## src/verilog/i2ct_pkg.sv

```systemverilog
// Purpose: Shared constants and types of the I2C target engine.
// Assumes: Registers are reached over a 32-bit AXI4-Lite slave.
// Notes: Bus time-outs count rising edges of the slow time-out clock.
`default_nettype none
package i2ct_pkg;
	localparam int AW = 8;
	localparam logic [AW-1:0] OFS_CTRL = 8'h00;
	localparam logic [AW-1:0] OFS_CMD = 8'h04;
	localparam logic [AW-1:0] OFS_FLAG = 8'h08;
	localparam logic [AW-1:0] OFS_STAT = 8'h0C;
	localparam logic [AW-1:0] OFS_ADDR = 8'h10;
	localparam logic [AW-1:0] OFS_DATA = 8'h14;
	// Control word fields.
	localparam int C_EN = 0;
	localparam int C_CLOCK_STRETCH_MODE = 1;
	localparam int C_SMART = 2;
	localparam int C_4W = 3;
	localparam int C_SPD = 4;
	localparam int C_LOWTO = 6;
	localparam int C_SEXT = 7;
	localparam int C_MEXT = 8;
	localparam int C_GROUP_COMMAND_ENABLE = 9;
	localparam int C_TEN = 10;
	localparam int CW = 11;
	localparam logic [CW-1:0] CTRL_RST = 11'h000;
	localparam logic [9:0] ADDR_RST = 10'h000;
	// Command word, flag and status fields.
	localparam int K_ACK_ACTION = 2;
	localparam int F_STOP_RECEIVED_FLAG = 0;
	localparam int F_AM = 1;
	localparam int F_DR = 2;
	localparam int S_BUS_CLASH_STATUS = 0;
	localparam int S_NACK = 1;
	localparam int S_DIR = 2;
	localparam int S_HS = 3;
	localparam int S_LOWTO = 4;
	localparam int S_SEXT = 5;
	localparam int S_MEXT = 6;
	localparam int S_HOLD = 7;
	localparam logic [1:0] CMD_WAIT = 2'h2;
	localparam logic [1:0] CMD_ACK = 2'h3;
	localparam logic [1:0] SPD_HS = 2'h2;
	localparam logic [1:0] RESP_OK = 2'h0;
	localparam logic [1:0] RESP_ERR = 2'h2;
	localparam logic [4:0] TEN_HDR = 5'h1E;
	localparam logic [4:0] MCODE_HDR = 5'h01;
	// Time-outs, in slow clock edges, rounded up.
	localparam int SLOW_HZ = 32768;
	localparam int LOW_MS = 25;
	localparam int SEXT_MS = 25;
	localparam int MEXT_MS = 10;
	localparam int TW = 11;
	localparam logic [TW-1:0] LOW_TICKS = TW'((LOW_MS * SLOW_HZ + 999) / 1000);
	localparam logic [TW-1:0] SEXT_TICKS = TW'((SEXT_MS * SLOW_HZ + 999) / 1000);
	localparam logic [TW-1:0] MEXT_TICKS = TW'((MEXT_MS * SLOW_HZ + 999) / 1000);
	typedef enum logic [3:0] {ST_IDLE, ST_ADDR, ST_AHOLD, ST_ACK, ST_RX, ST_RHOLD,
		ST_PHOLD, ST_THOLD, ST_TX, ST_TACK} i2ct_state_t;
	typedef enum logic [1:0] {AK_ADDR, AK_DATA, AK_TEN1} i2ct_ack_t;
endpackage : i2ct_pkg
`default_nettype wire

```

## src/verilog/i2ct_engine.sv

```systemverilog
// Purpose: Byte-oriented I2C/SMBus target engine with AXI4-Lite registers.
// Assumes: Bus pins and the slow clock are asynchronous to aclk.
// Notes: All state freezes while clk_en is low.
//
// Decided for this implementation: the AXI4-Lite interface to the registers and the address map.
`timescale 1ns/100ps
`default_nettype none
module i2ct_engine
	import i2ct_pkg::*;
(
	input wire logic aclk,
	input wire logic aresetn,
	input wire logic clk_en,
	input wire logic s_axi_awvalid,
	output logic s_axi_awready,
	input wire logic [AW-1:0] s_axi_awaddr,
	input wire logic s_axi_wvalid,
	output logic s_axi_wready,
	input wire logic [31:0] s_axi_wdata,
	input wire logic [3:0] s_axi_wstrb,
	output logic s_axi_bvalid,
	input wire logic s_axi_bready,
	output logic [1:0] s_axi_bresp,
	input wire logic s_axi_arvalid,
	output logic s_axi_arready,
	input wire logic [AW-1:0] s_axi_araddr,
	output logic s_axi_rvalid,
	input wire logic s_axi_rready,
	output logic [31:0] s_axi_rdata,
	output logic [1:0] s_axi_rresp,
	input wire logic scl_i,
	output logic scl_o,
	output logic scl_oe_n,
	input wire logic sda_i,
	output logic sda_o,
	output logic sda_oe_n,
	output logic scl_ext_low,
	output logic sda_ext_low,
	input wire logic slow_timeout_clock
);
	////////////////////////////////////////////////////////////////////////////
	logic [2:0] pin_in;
	logic [2:0] flt_q;
	logic [2:0] rise;
	logic [2:0] fall;
	assign pin_in = {slow_timeout_clock, sda_i, scl_i};
	// Each pin passes three stages; a change counts once stages two and three agree.
	for (genvar g = 0; g < 3; g++) begin : g_sync
		logic [2:0] sy_q;
		always_ff @(posedge aclk) begin
			if (!aresetn) begin
				sy_q <= 3'h7;
				flt_q[g] <= 1'b1;
			end else if (clk_en) begin
				sy_q <= {sy_q[1:0], pin_in[g]};
				if (sy_q[1] == sy_q[2])
					flt_q[g] <= sy_q[2];
			end
		end
		assign rise[g] = (sy_q[1] == sy_q[2]) && sy_q[2] && !flt_q[g];
		assign fall[g] = (sy_q[1] == sy_q[2]) && !sy_q[2] && flt_q[g];
	end
	logic scl_q, sda_q, scl_rise, scl_fall, slow_tick, start_det, stop_det;
	assign scl_q = flt_q[0];
	assign sda_q = flt_q[1];
	assign scl_rise = rise[0];
	assign scl_fall = fall[0];
	assign slow_tick = rise[2];
	assign start_det = fall[1] && scl_q;
	assign stop_det = rise[1] && scl_q;

	////////////////////////////////////////////////////////////////////////////
	logic [CW-1:0] ctrl_q;
	logic [9:0] own_q;
	logic ack_action_q, am_q, dr_q, pr_q, bus_clash_status_q, nack_q, dir_q, hs_q;
	logic lowto_q, sext_q, mext_q;
	logic [7:0] rx_q, sh_q;
	logic [3:0] bit_q;
	i2ct_state_t st_q, st_d;
	i2ct_ack_t kind_q, kind_d;
	logic ack_q, ack_d, a2_q, a2_d, hit10_q, hit10_d, seg_q, addr_q;
	logic set_am, set_dr, set_pr, set_bus_clash_status, set_nack, set_hs, ld_dir, dir_v;
	logic scl_hold_q, sda_low_q, abort;
	logic clock_stretch_mode_q, smart_q;
	assign clock_stretch_mode_q = ctrl_q[C_CLOCK_STRETCH_MODE];
	assign smart_q = ctrl_q[C_SMART];

	// AXI4-Lite slave: address and data taken in either order.
	logic aw_q, w_q, bvalid_q, rvalid_q, do_wr, ar_go;
	logic [AW-1:0] awa_q;
	logic [31:0] wd_q, wm_q, rdata_q, rd_mux;
	logic [1:0] bresp_q, rresp_q;
	logic rd_hit, wr_hit;
	assign s_axi_awready = !aw_q && !bvalid_q;
	assign s_axi_wready = !w_q && !bvalid_q;
	assign s_axi_arready = !rvalid_q;
	assign s_axi_bvalid = bvalid_q;
	assign s_axi_bresp = bresp_q;
	assign s_axi_rvalid = rvalid_q;
	assign s_axi_rdata = rdata_q;
	assign s_axi_rresp = rresp_q;
	assign do_wr = aw_q && w_q && !bvalid_q;
	assign ar_go = s_axi_arvalid && !rvalid_q;
	assign wr_hit = (awa_q <= OFS_DATA) && (awa_q[1:0] == 2'h0);
	assign rd_hit = (s_axi_araddr <= OFS_DATA) && (s_axi_araddr[1:0] == 2'h0);

	always_ff @(posedge aclk) begin
		if (!aresetn) begin
			aw_q <= 1'b0;
			w_q <= 1'b0;
			bvalid_q <= 1'b0;
			rvalid_q <= 1'b0;
			awa_q <= '0;
			wd_q <= '0;
			wm_q <= '0;
			bresp_q <= RESP_OK;
			rresp_q <= RESP_OK;
			rdata_q <= '0;
		end else if (clk_en) begin
			if (s_axi_awvalid && s_axi_awready) begin
				aw_q <= 1'b1;
				awa_q <= s_axi_awaddr;
			end
			if (s_axi_wvalid && s_axi_wready) begin
				w_q <= 1'b1;
				wd_q <= s_axi_wdata;
				wm_q <= {{8{s_axi_wstrb[3]}}, {8{s_axi_wstrb[2]}},
					{8{s_axi_wstrb[1]}}, {8{s_axi_wstrb[0]}}};
			end
			if (do_wr) begin
				aw_q <= 1'b0;
				w_q <= 1'b0;
				bvalid_q <= 1'b1;
				bresp_q <= wr_hit ? RESP_OK : RESP_ERR;
			end else if (bvalid_q && s_axi_bready) begin
				bvalid_q <= 1'b0;
			end
			if (ar_go) begin
				rvalid_q <= 1'b1;
				rdata_q <= rd_mux;
				rresp_q <= rd_hit ? RESP_OK : RESP_ERR;
			end else if (rvalid_q && s_axi_rready) begin
				rvalid_q <= 1'b0;
			end
		end
	end

	always_comb begin
		rd_mux = '0;
		if (s_axi_araddr == OFS_CTRL)
			rd_mux[CW-1:0] = ctrl_q;
		else if (s_axi_araddr == OFS_CMD)
			rd_mux[K_ACK_ACTION] = ack_action_q;
		else if (s_axi_araddr == OFS_FLAG)
			rd_mux[2:0] = {dr_q, am_q, pr_q};
		else if (s_axi_araddr == OFS_STAT)
			rd_mux[7:0] = {scl_hold_q, mext_q, sext_q, lowto_q, hs_q, dir_q, nack_q, bus_clash_status_q};
		else if (s_axi_araddr == OFS_ADDR)
			rd_mux[9:0] = own_q;
		else if (s_axi_araddr == OFS_DATA)
			rd_mux[7:0] = rx_q;
	end

	logic [31:0] wv;
	logic wr_ctrl, wr_cmd, wr_flag, wr_stat, wr_addr, wr_data;
	logic cmd_ack_p, cmd_wait_p, am_clr_p, dr_clr_p, data_rd_p, data_wr_p;
	assign wv = wd_q & wm_q;
	assign wr_ctrl = do_wr && awa_q == OFS_CTRL;
	assign wr_cmd = do_wr && awa_q == OFS_CMD && wm_q[0];
	assign wr_flag = do_wr && awa_q == OFS_FLAG;
	assign wr_stat = do_wr && awa_q == OFS_STAT;
	assign wr_addr = do_wr && awa_q == OFS_ADDR;
	assign wr_data = do_wr && awa_q == OFS_DATA && wm_q[0];
	assign cmd_ack_p = wr_cmd && wv[1:0] == CMD_ACK;
	assign cmd_wait_p = wr_cmd && wv[1:0] == CMD_WAIT;
	assign am_clr_p = wr_flag && wv[F_AM];
	assign dr_clr_p = wr_flag && wv[F_DR];
	assign data_rd_p = ar_go && s_axi_araddr == OFS_DATA;
	assign data_wr_p = wr_data && st_q == ST_THOLD;

	always_ff @(posedge aclk) begin
		if (!aresetn) begin
			ctrl_q <= CTRL_RST;
			own_q <= ADDR_RST;
			ack_action_q <= 1'b0;
		end else if (clk_en) begin
			if (wr_ctrl)
				ctrl_q <= (ctrl_q & ~wm_q[CW-1:0]) | wv[CW-1:0];
			if (wr_addr)
				own_q <= (own_q & ~wm_q[9:0]) | wv[9:0];
			if (wr_cmd)
				ack_action_q <= wv[K_ACK_ACTION];
		end
	end

	////////////////////////////////////////////////////////////////////////////
	// Byte sequencer.
	logic [7:0] b;
	logic ten_en, hdr10, mcode, match;
	assign b = sh_q;
	assign ten_en = ctrl_q[C_TEN];
	assign hdr10 = b[7:3] == TEN_HDR && b[2:1] == own_q[9:8];
	assign mcode = b[7:3] == MCODE_HDR && ctrl_q[C_SPD+1:C_SPD] == SPD_HS && clock_stretch_mode_q;

	always_comb begin
		st_d = st_q;
		kind_d = kind_q;
		ack_d = ack_q;
		a2_d = a2_q;
		hit10_d = hit10_q;
		set_am = 1'b0;
		set_dr = 1'b0;
		set_pr = 1'b0;
		set_bus_clash_status = 1'b0;
		set_nack = 1'b0;
		set_hs = 1'b0;
		ld_dir = 1'b0;
		dir_v = b[0];
		match = 1'b0;
		if (!ctrl_q[C_EN] || abort) begin
			st_d = ST_IDLE;
		end else if (stop_det) begin
			if (ctrl_q[C_GROUP_COMMAND_ENABLE] && !ten_en)
				set_pr = addr_q;
			else
				set_pr = seg_q;
			st_d = ST_IDLE;
			hit10_d = 1'b0;
		end else if (start_det) begin
			st_d = ST_ADDR;
			a2_d = 1'b0;
		end else begin
			case (st_q)
				ST_ADDR: if (scl_fall && bit_q == 4'h8) begin
					if (ten_en && a2_q) begin
						match = b == own_q[7:0];
						dir_v = 1'b0;
						hit10_d = match;
					end else if (ten_en && hdr10 && b[0]) begin
						match = hit10_q;
					end else if (ten_en && hdr10) begin
						kind_d = AK_TEN1;
						ack_d = 1'b0;
						st_d = ST_ACK;
					end else if (!ten_en) begin
						match = b[7:1] == own_q[6:0];
					end
					if (mcode && !match) begin
						set_hs = 1'b1;
						st_d = ST_IDLE;
					end else if (match) begin
						ld_dir = 1'b1;
						kind_d = AK_ADDR;
						ack_d = ack_action_q;
						set_am = !clock_stretch_mode_q;
						st_d = clock_stretch_mode_q ? ST_ACK : ST_AHOLD;
					end else if (st_d == ST_ADDR) begin
						st_d = ST_IDLE;
					end
				end
				ST_AHOLD: if (cmd_ack_p || am_clr_p) begin
					st_d = ST_ACK;
				end
				ST_ACK: if (scl_fall) begin
					if (kind_q == AK_TEN1) begin
						st_d = ST_ADDR;
						a2_d = 1'b1;
					end else if (ack_q) begin
						set_am = kind_q == AK_ADDR && clock_stretch_mode_q;
						st_d = ST_IDLE;
					end else if (kind_q == AK_ADDR) begin
						set_am = clock_stretch_mode_q;
						set_dr = dir_q;
						st_d = dir_q ? ST_THOLD : (clock_stretch_mode_q ? ST_PHOLD : ST_RX);
					end else begin
						set_dr = clock_stretch_mode_q;
						st_d = clock_stretch_mode_q ? ST_PHOLD : ST_RX;
					end
				end
				ST_RX: if (scl_fall && bit_q == 4'h8) begin
					kind_d = AK_DATA;
					ack_d = ack_action_q;
					set_dr = !clock_stretch_mode_q;
					st_d = clock_stretch_mode_q ? ST_ACK : ST_RHOLD;
				end
				ST_RHOLD: if (cmd_ack_p || dr_clr_p || (smart_q && data_rd_p)) begin
					st_d = ST_ACK;
				end
				ST_PHOLD: if (!am_q && !dr_q) begin
					st_d = ST_RX;
				end
				ST_THOLD: if (data_wr_p) begin
					st_d = ST_TX;
				end
				ST_TX: if (scl_rise && !sda_low_q && !sda_q) begin
					set_bus_clash_status = 1'b1;
					st_d = ST_IDLE;
				end else if (scl_fall && bit_q == 4'h7) begin
					st_d = ST_TACK;
				end
				ST_TACK: if (scl_rise) begin
					set_nack = sda_q;
				end else if (scl_fall) begin
					set_dr = !nack_q;
					st_d = nack_q ? ST_IDLE : ST_THOLD;
				end
				default: st_d = st_q;
			endcase
			if (cmd_wait_p && st_d != ST_TX && st_d != ST_TACK)
				st_d = ST_IDLE;
		end
	end

	always_ff @(posedge aclk) begin
		if (!aresetn) begin
			st_q <= ST_IDLE;
			kind_q <= AK_ADDR;
			ack_q <= 1'b0;
			a2_q <= 1'b0;
			hit10_q <= 1'b0;
		end else if (clk_en) begin
			st_q <= st_d;
			kind_q <= kind_d;
			ack_q <= ack_d;
			a2_q <= a2_d;
			hit10_q <= hit10_d;
		end
	end

	// Shift register: capture on SCL rise, send on SCL fall.
	always_ff @(posedge aclk) begin
		if (!aresetn) begin
			sh_q <= '0;
			bit_q <= '0;
			rx_q <= '0;
		end else if (clk_en) begin
			if (st_d == ST_TX && st_q != ST_TX) begin
				sh_q <= wv[7:0];
				bit_q <= '0;
			end else if (st_q == ST_TX && scl_fall) begin
				sh_q <= {sh_q[6:0], 1'b0};
				bit_q <= bit_q + 4'h1;
			end else if ((st_d == ST_ADDR || st_d == ST_RX) && st_d != st_q) begin
				bit_q <= '0;
			end else if ((st_q == ST_ADDR || st_q == ST_RX) && scl_rise) begin
				sh_q <= {sh_q[6:0], sda_q};
				bit_q <= bit_q + 4'h1;
			end
			if (st_q == ST_RX && scl_fall && bit_q == 4'h8)
				rx_q <= sh_q;
		end
	end

	////////////////////////////////////////////////////////////////////////////
	// Flags and status; a hardware set wins over a clear in the same cycle.
	always_ff @(posedge aclk) begin
		if (!aresetn) begin
			am_q <= 1'b0;
			dr_q <= 1'b0;
			pr_q <= 1'b0;
			bus_clash_status_q <= 1'b0;
			nack_q <= 1'b0;
			dir_q <= 1'b0;
			hs_q <= 1'b0;
			seg_q <= 1'b0;
			addr_q <= 1'b0;
		end else if (clk_en) begin
			am_q <= set_am || (am_q && !am_clr_p && !(cmd_ack_p && st_q == ST_AHOLD));
			dr_q <= set_dr || (dr_q && !dr_clr_p && !data_wr_p && !(smart_q && data_rd_p));
			pr_q <= set_pr || (pr_q && !(wr_flag && wv[F_STOP_RECEIVED_FLAG]));
			bus_clash_status_q <= set_bus_clash_status || (bus_clash_status_q && !(wr_stat && wv[S_BUS_CLASH_STATUS]));
			if (ld_dir)
				dir_q <= dir_v;
			if (st_q == ST_TACK && scl_rise)
				nack_q <= set_nack;
			hs_q <= set_hs || (hs_q && !stop_det);
			seg_q <= ld_dir || (seg_q && !start_det && !stop_det);
			addr_q <= ld_dir || (addr_q && !stop_det);
		end
	end

	////////////////////////////////////////////////////////////////////////////
	// SMBus time-outs, counted on slow clock edges.
	logic [TW-1:0] low_c, sext_c, mext_c;
	assign abort = ctrl_q[C_LOWTO] && slow_tick && low_c == LOW_TICKS - 1'b1;
	always_ff @(posedge aclk) begin
		if (!aresetn) begin
			low_c <= '0;
			sext_c <= '0;
			mext_c <= '0;
			lowto_q <= 1'b0;
			sext_q <= 1'b0;
			mext_q <= 1'b0;
		end else if (clk_en) begin
			if (scl_q || abort)
				low_c <= '0;
			else if (slow_tick)
				low_c <= low_c + 1'b1;
			if (stop_det)
				sext_c <= '0;
			else if (slow_tick && scl_hold_q && sext_c != SEXT_TICKS)
				sext_c <= sext_c + 1'b1;
			if (start_det || stop_det || (scl_fall && (st_q == ST_ACK || st_q == ST_TACK)))
				mext_c <= '0;
			else if (slow_tick && !scl_q && !scl_hold_q && mext_c != MEXT_TICKS)
				mext_c <= mext_c + 1'b1;
			lowto_q <= abort || (lowto_q && !(wr_stat && wv[S_LOWTO]));
			sext_q <= (ctrl_q[C_SEXT] && sext_c == SEXT_TICKS) ||
				(sext_q && !(wr_stat && wv[S_SEXT]));
			mext_q <= (ctrl_q[C_MEXT] && mext_c == MEXT_TICKS) ||
				(mext_q && !(wr_stat && wv[S_MEXT]));
		end
	end

	////////////////////////////////////////////////////////////////////////////
	// Line drivers.
	always_ff @(posedge aclk) begin
		if (!aresetn) begin
			scl_hold_q <= 1'b0;
			sda_low_q <= 1'b0;
		end else if (clk_en) begin
			scl_hold_q <= st_q == ST_AHOLD || st_q == ST_RHOLD || st_q == ST_PHOLD ||
				st_q == ST_THOLD;
			sda_low_q <= (st_q == ST_ACK && !ack_q) || (st_q == ST_TX && !sh_q[7]) ||
				(st_q == ST_THOLD && st_d == ST_TX && !wv[7]);
		end
	end
	assign scl_o = 1'b0;
	assign sda_o = 1'b0;
	assign scl_oe_n = ctrl_q[C_4W] || !scl_hold_q;
	assign sda_oe_n = ctrl_q[C_4W] || !sda_low_q;
	assign scl_ext_low = ctrl_q[C_4W] && scl_hold_q;
	assign sda_ext_low = ctrl_q[C_4W] && sda_low_q;
endmodule : i2ct_engine
`default_nettype wire

```

## config.mk

```make
export PLATFORM = sky130hd
export DESIGN_NAME = i2ct_engine
export DESIGN_NICKNAME = d
export VERILOG_FILES = /design/src/verilog/i2ct_pkg.sv /design/src/verilog/i2ct_engine.sv
export SDC_FILE = /design/constraint.sdc
export NUM_CORES = 1
export LEC_CHECK = 0
export BUFFER_PORTS_ARGS = -buffer_cell sky130_fd_sc_hd__buf_2
export CORE_MARGIN = 5
export CORE_UTILIZATION = 44
export DETAILED_ROUTE_END_ITERATION = 10
export GPL_ROUTABILITY_DRIVEN = 0
export PLACE_DENSITY = 0.68
export SKIP_LAST_GASP = 1
export SYNTH_ARGS = -nofsm -noshare
export SYNTH_HDL_FRONTEND = slang
export SYNTH_SLANG_ARGS = --single-unit
```

## constraint.sdc

```tcl
create_clock -name aclk -period 8.3 [get_ports aclk]
set_input_delay 0 -clock aclk [delete_from_list [all_inputs] [get_ports aclk]]
set_output_delay 0 -clock aclk [all_outputs]
set_load 0.1 [all_outputs]
```

==> results.py <==
metrics = {
    "status": {
        "status": "finished, final reports clean",
    },
    "clock_tree": {
        "clk_latency_ns": 0.44,
        "numClockSinks": 148,
        "cts_setup_buffers": 0,
        "cts_tree": "yes",
        "clockRootBuffer": "clkbuf_16",
        "cts_buffers": 17,
        "cts.repair.resized": 0,
        "cts_max_path_buffers": 2,
        "cts_max_level": 4,
        "cts_hold_buffers": 30,
        "cts.clk_slew.worst_paths_ns": 0.06,
    },
    "worst_setup_path": {
        "endpoint": "bit_q[1]$_SDFFE_PN0P_",
        "path_cells": "nand2b_1 -> o41ai_1 -> a221oi_1 -> and3_1 -> a21oi_2 -> nor3b_4 -> a31oi_2 -> o21ai_2 -> a311oi_2",
        "r2r_setup_slack_ns": 5.11,
        "crit_fanout": 19,
        "cp.arrival_ns": 3.53,
        "cp_data_required_time_ns": 8.64,
        "critPathLaunchType": "flip-flop",
        "critPathMaxStageDelay_ns": 0.76,
        "end_kind": "flip-flop",
        "crit_type": "flip-flop to flip-flop",
        "rr_worst_depth": 9,
        "reg2reg_from": "st_q[0]$_SDFFE_PN0P_",
        "crit_start": "st_q[0]$_SDFFE_PN0P_",
        "crit_path_top_delay_cell": "dfxtp_1",
        "r2r_end": "bit_q[1]$_SDFFE_PN0P_",
    },
    "synth": {
        "async_flop_share_pct": 0,
        "ys_seq_area_share_pct": 38.1,
        "yosys_warnings": 0,
        "yosys-top-cells-area": "dfxtp_1, nand2_1, a21oi_1",
        "yosysTopAreaCellShare_pct": 38.1,
        "yosysTopAreaCell": "dfxtp_1",
        "synth.distinct_cells": 84,
        "syn_avg_cell_area_sq_um": 8.07,
        "syn_area_sq_mm": 0.00777,
        "synth_flop_cell": "dfxtp_1",
        "synth_edf_count": 0,
        "synth_cells": 964,
        "synth_seq_cells": 148,
    },
    "drt": {
        "drt_first_iter_violations": 591,
        "drc": 0,
        "vias_per_cell": 5.63,
        "drt_wl_total_mm": 20.8,
        "wl_per_cell_um": 16.4,
        "num_vias": 7139,
        "dr.pass1.iters": 8,
        "drtAntennaViolNets": 0,
    },
    "floorplanning": {
        "rows": 48,
        "die-area_sq_mm": 0.0204,
        "core_sq_mm": 0.0173,
        "io_pins": 110,
        "fp.dieH_um": 143,
        "dieWidth_um": 143,
        "start_util_pct": 45.0,
    },
    "power_and_ir_drop": {
        "total_power_w": 0.00173,
        "p_per_area_mw_per_mm2": 192,
        "vdd_drop_max_v": 0.000148,
        "power_leakage_nw": 3.52,
    },
    "min_path": {
        "hp-class": "input port to flip-flop",
    },
    "timing": {
        "final-hold-violation-count": 0,
        "fin_crit_sh_pct": 38.4,
        "finClkSkew_ns": 0.0103,
        "rsz0062_at_grt": "no",
        "hold_ws_ns": 0.0685,
        "slew_headroom_pct": 19.4,
        "worst_pin_slew_ns": 1.19,
        "period_needed_ns": 3.19,
        "setup_violations": 0,
        "max_freq_ghz": 0.314,
        "fin_setup_tns_ns": 0,
        "slew_violations": 0,
    },
    "cells_and_area": {
        "drive_gt1_share_pct": 12.4,
        "area_growth_pct": 15.7,
        "final_common_cell": "nand2_1",
        "finish.utilization_pct": 52.0,
        "nets": 1105,
        "final_cell_mix": "nand2_1, dfxtp_1, nor2_1",
        "diodes": 0,
    },
    "global_route": {
        "antenna_found_initial": 0,
        "grt_pass1_vias": 6367,
        "grt_pass1_wl_mm": 33.0,
        "grt_usage_pct": 20.2,
        "overflow": 0,
        "grt_max_degree": 85,
    },
    "run": {
        "cap_violations": 0,
    },
    "place": {
        "dp_hpwl_mm": 14.4,
        "portBuffers": 61,
    },
}
[how the worst min path moves through the flow]
stage	cells past startpoint	end	from
global route	4	awa_q[6]$_SDFFE_PN0P_	s_axi_awvalid
detailed placement	3	g_sync[2].sy_q[0]$_SDFFE_PN1P_	slow_timeout_clock
floorplan	2	g_sync[2].sy_q[0]$_SDFFE_PN1P_	slow_timeout_clock
global placement	3	g_sync[1].sy_q[0]$_SDFFE_PN1P_	sda_i
finish	2	g_sync[0].sy_q[0]$_SDFFE_PN1P_	aresetn
CTS	4	awa_q[7]$_SDFFE_PN0P_	s_axi_awvalid
[per-layer routing]
metal	vias to the layer above	track usage [%]	part of all wire (%)
met1	3368	28.2	46
met3	31	3.48	6.3
met5	-	0	0
met2	243	31.5	46
li1	3497	-	-
met4	0	7.15	1.8
[power breakdown]
group / total, W / internal, W / switching, W
registers: 0.000741 / 0.000724 / 0.0000169
logic: 0.000193 / 0.0000440 / 0.000148
clock network: 0.000798 / 0.000460 / 0.000337
[critical path, delay by kind of cell (launching register included)]
family,cells,cell delay [ns]
flip-flops,1,0.76
AND/OR/NAND/NOR,3,0.65
AO/OA/AOI/OAI,6,1.69
[final cells by class]
type,count,area [sq um]
Timing Repair Buffer,94,628
Clock buffer,18,439
Tap cell,225,282
Inverter,23,86.3
Fill cell,1637,8300
Multi-Input combinational cell,746,4430
Sequential cell,148,2960
Clock inverter,14,166
[Yosys cell counts, types with 11 or more instances]
cell type / number
and3_1: 16
a31oi_1: 15
nor3_1: 19
clkbuf_1: 35
mux2i_1: 26
ha_1: 12
xor2_1: 34
o21ai_0: 31
inv_1: 21
a21oi_1: 87
nand2_1: 155
dfxtp_1: 148
buf_4: 25
nor2_1: 99
and2_1: 11
nand3_1: 31
[kinds of logic after synthesis]
logic type | count (synthesis) | synth area share, %
simple gates | 431 | 28.2
compound gates | 211 | 17.5
flops | 148 | 38.1
buf+inv | 94 | 6.15
xor+xnor | 39 | 4.39
mux | 28 | 3.64
fa+ha+maj | 12 | 1.93
other cells | 1 | 0.0482
[stage by stage]
stage / instance area (sq um) / setup WS, ns / std cells
floorplan: 7870 / 5.16 / 988
global placement: 8090 / 5.16 / 1206
detailed placement: 8090 / 5.18 / 1206
CTS: 8990 / 5.16 / 1268
global route: 8990 / 4.85 / 1268
finish: 8990 / 5.11 / 1268
(Power assumes the default switching activity.)
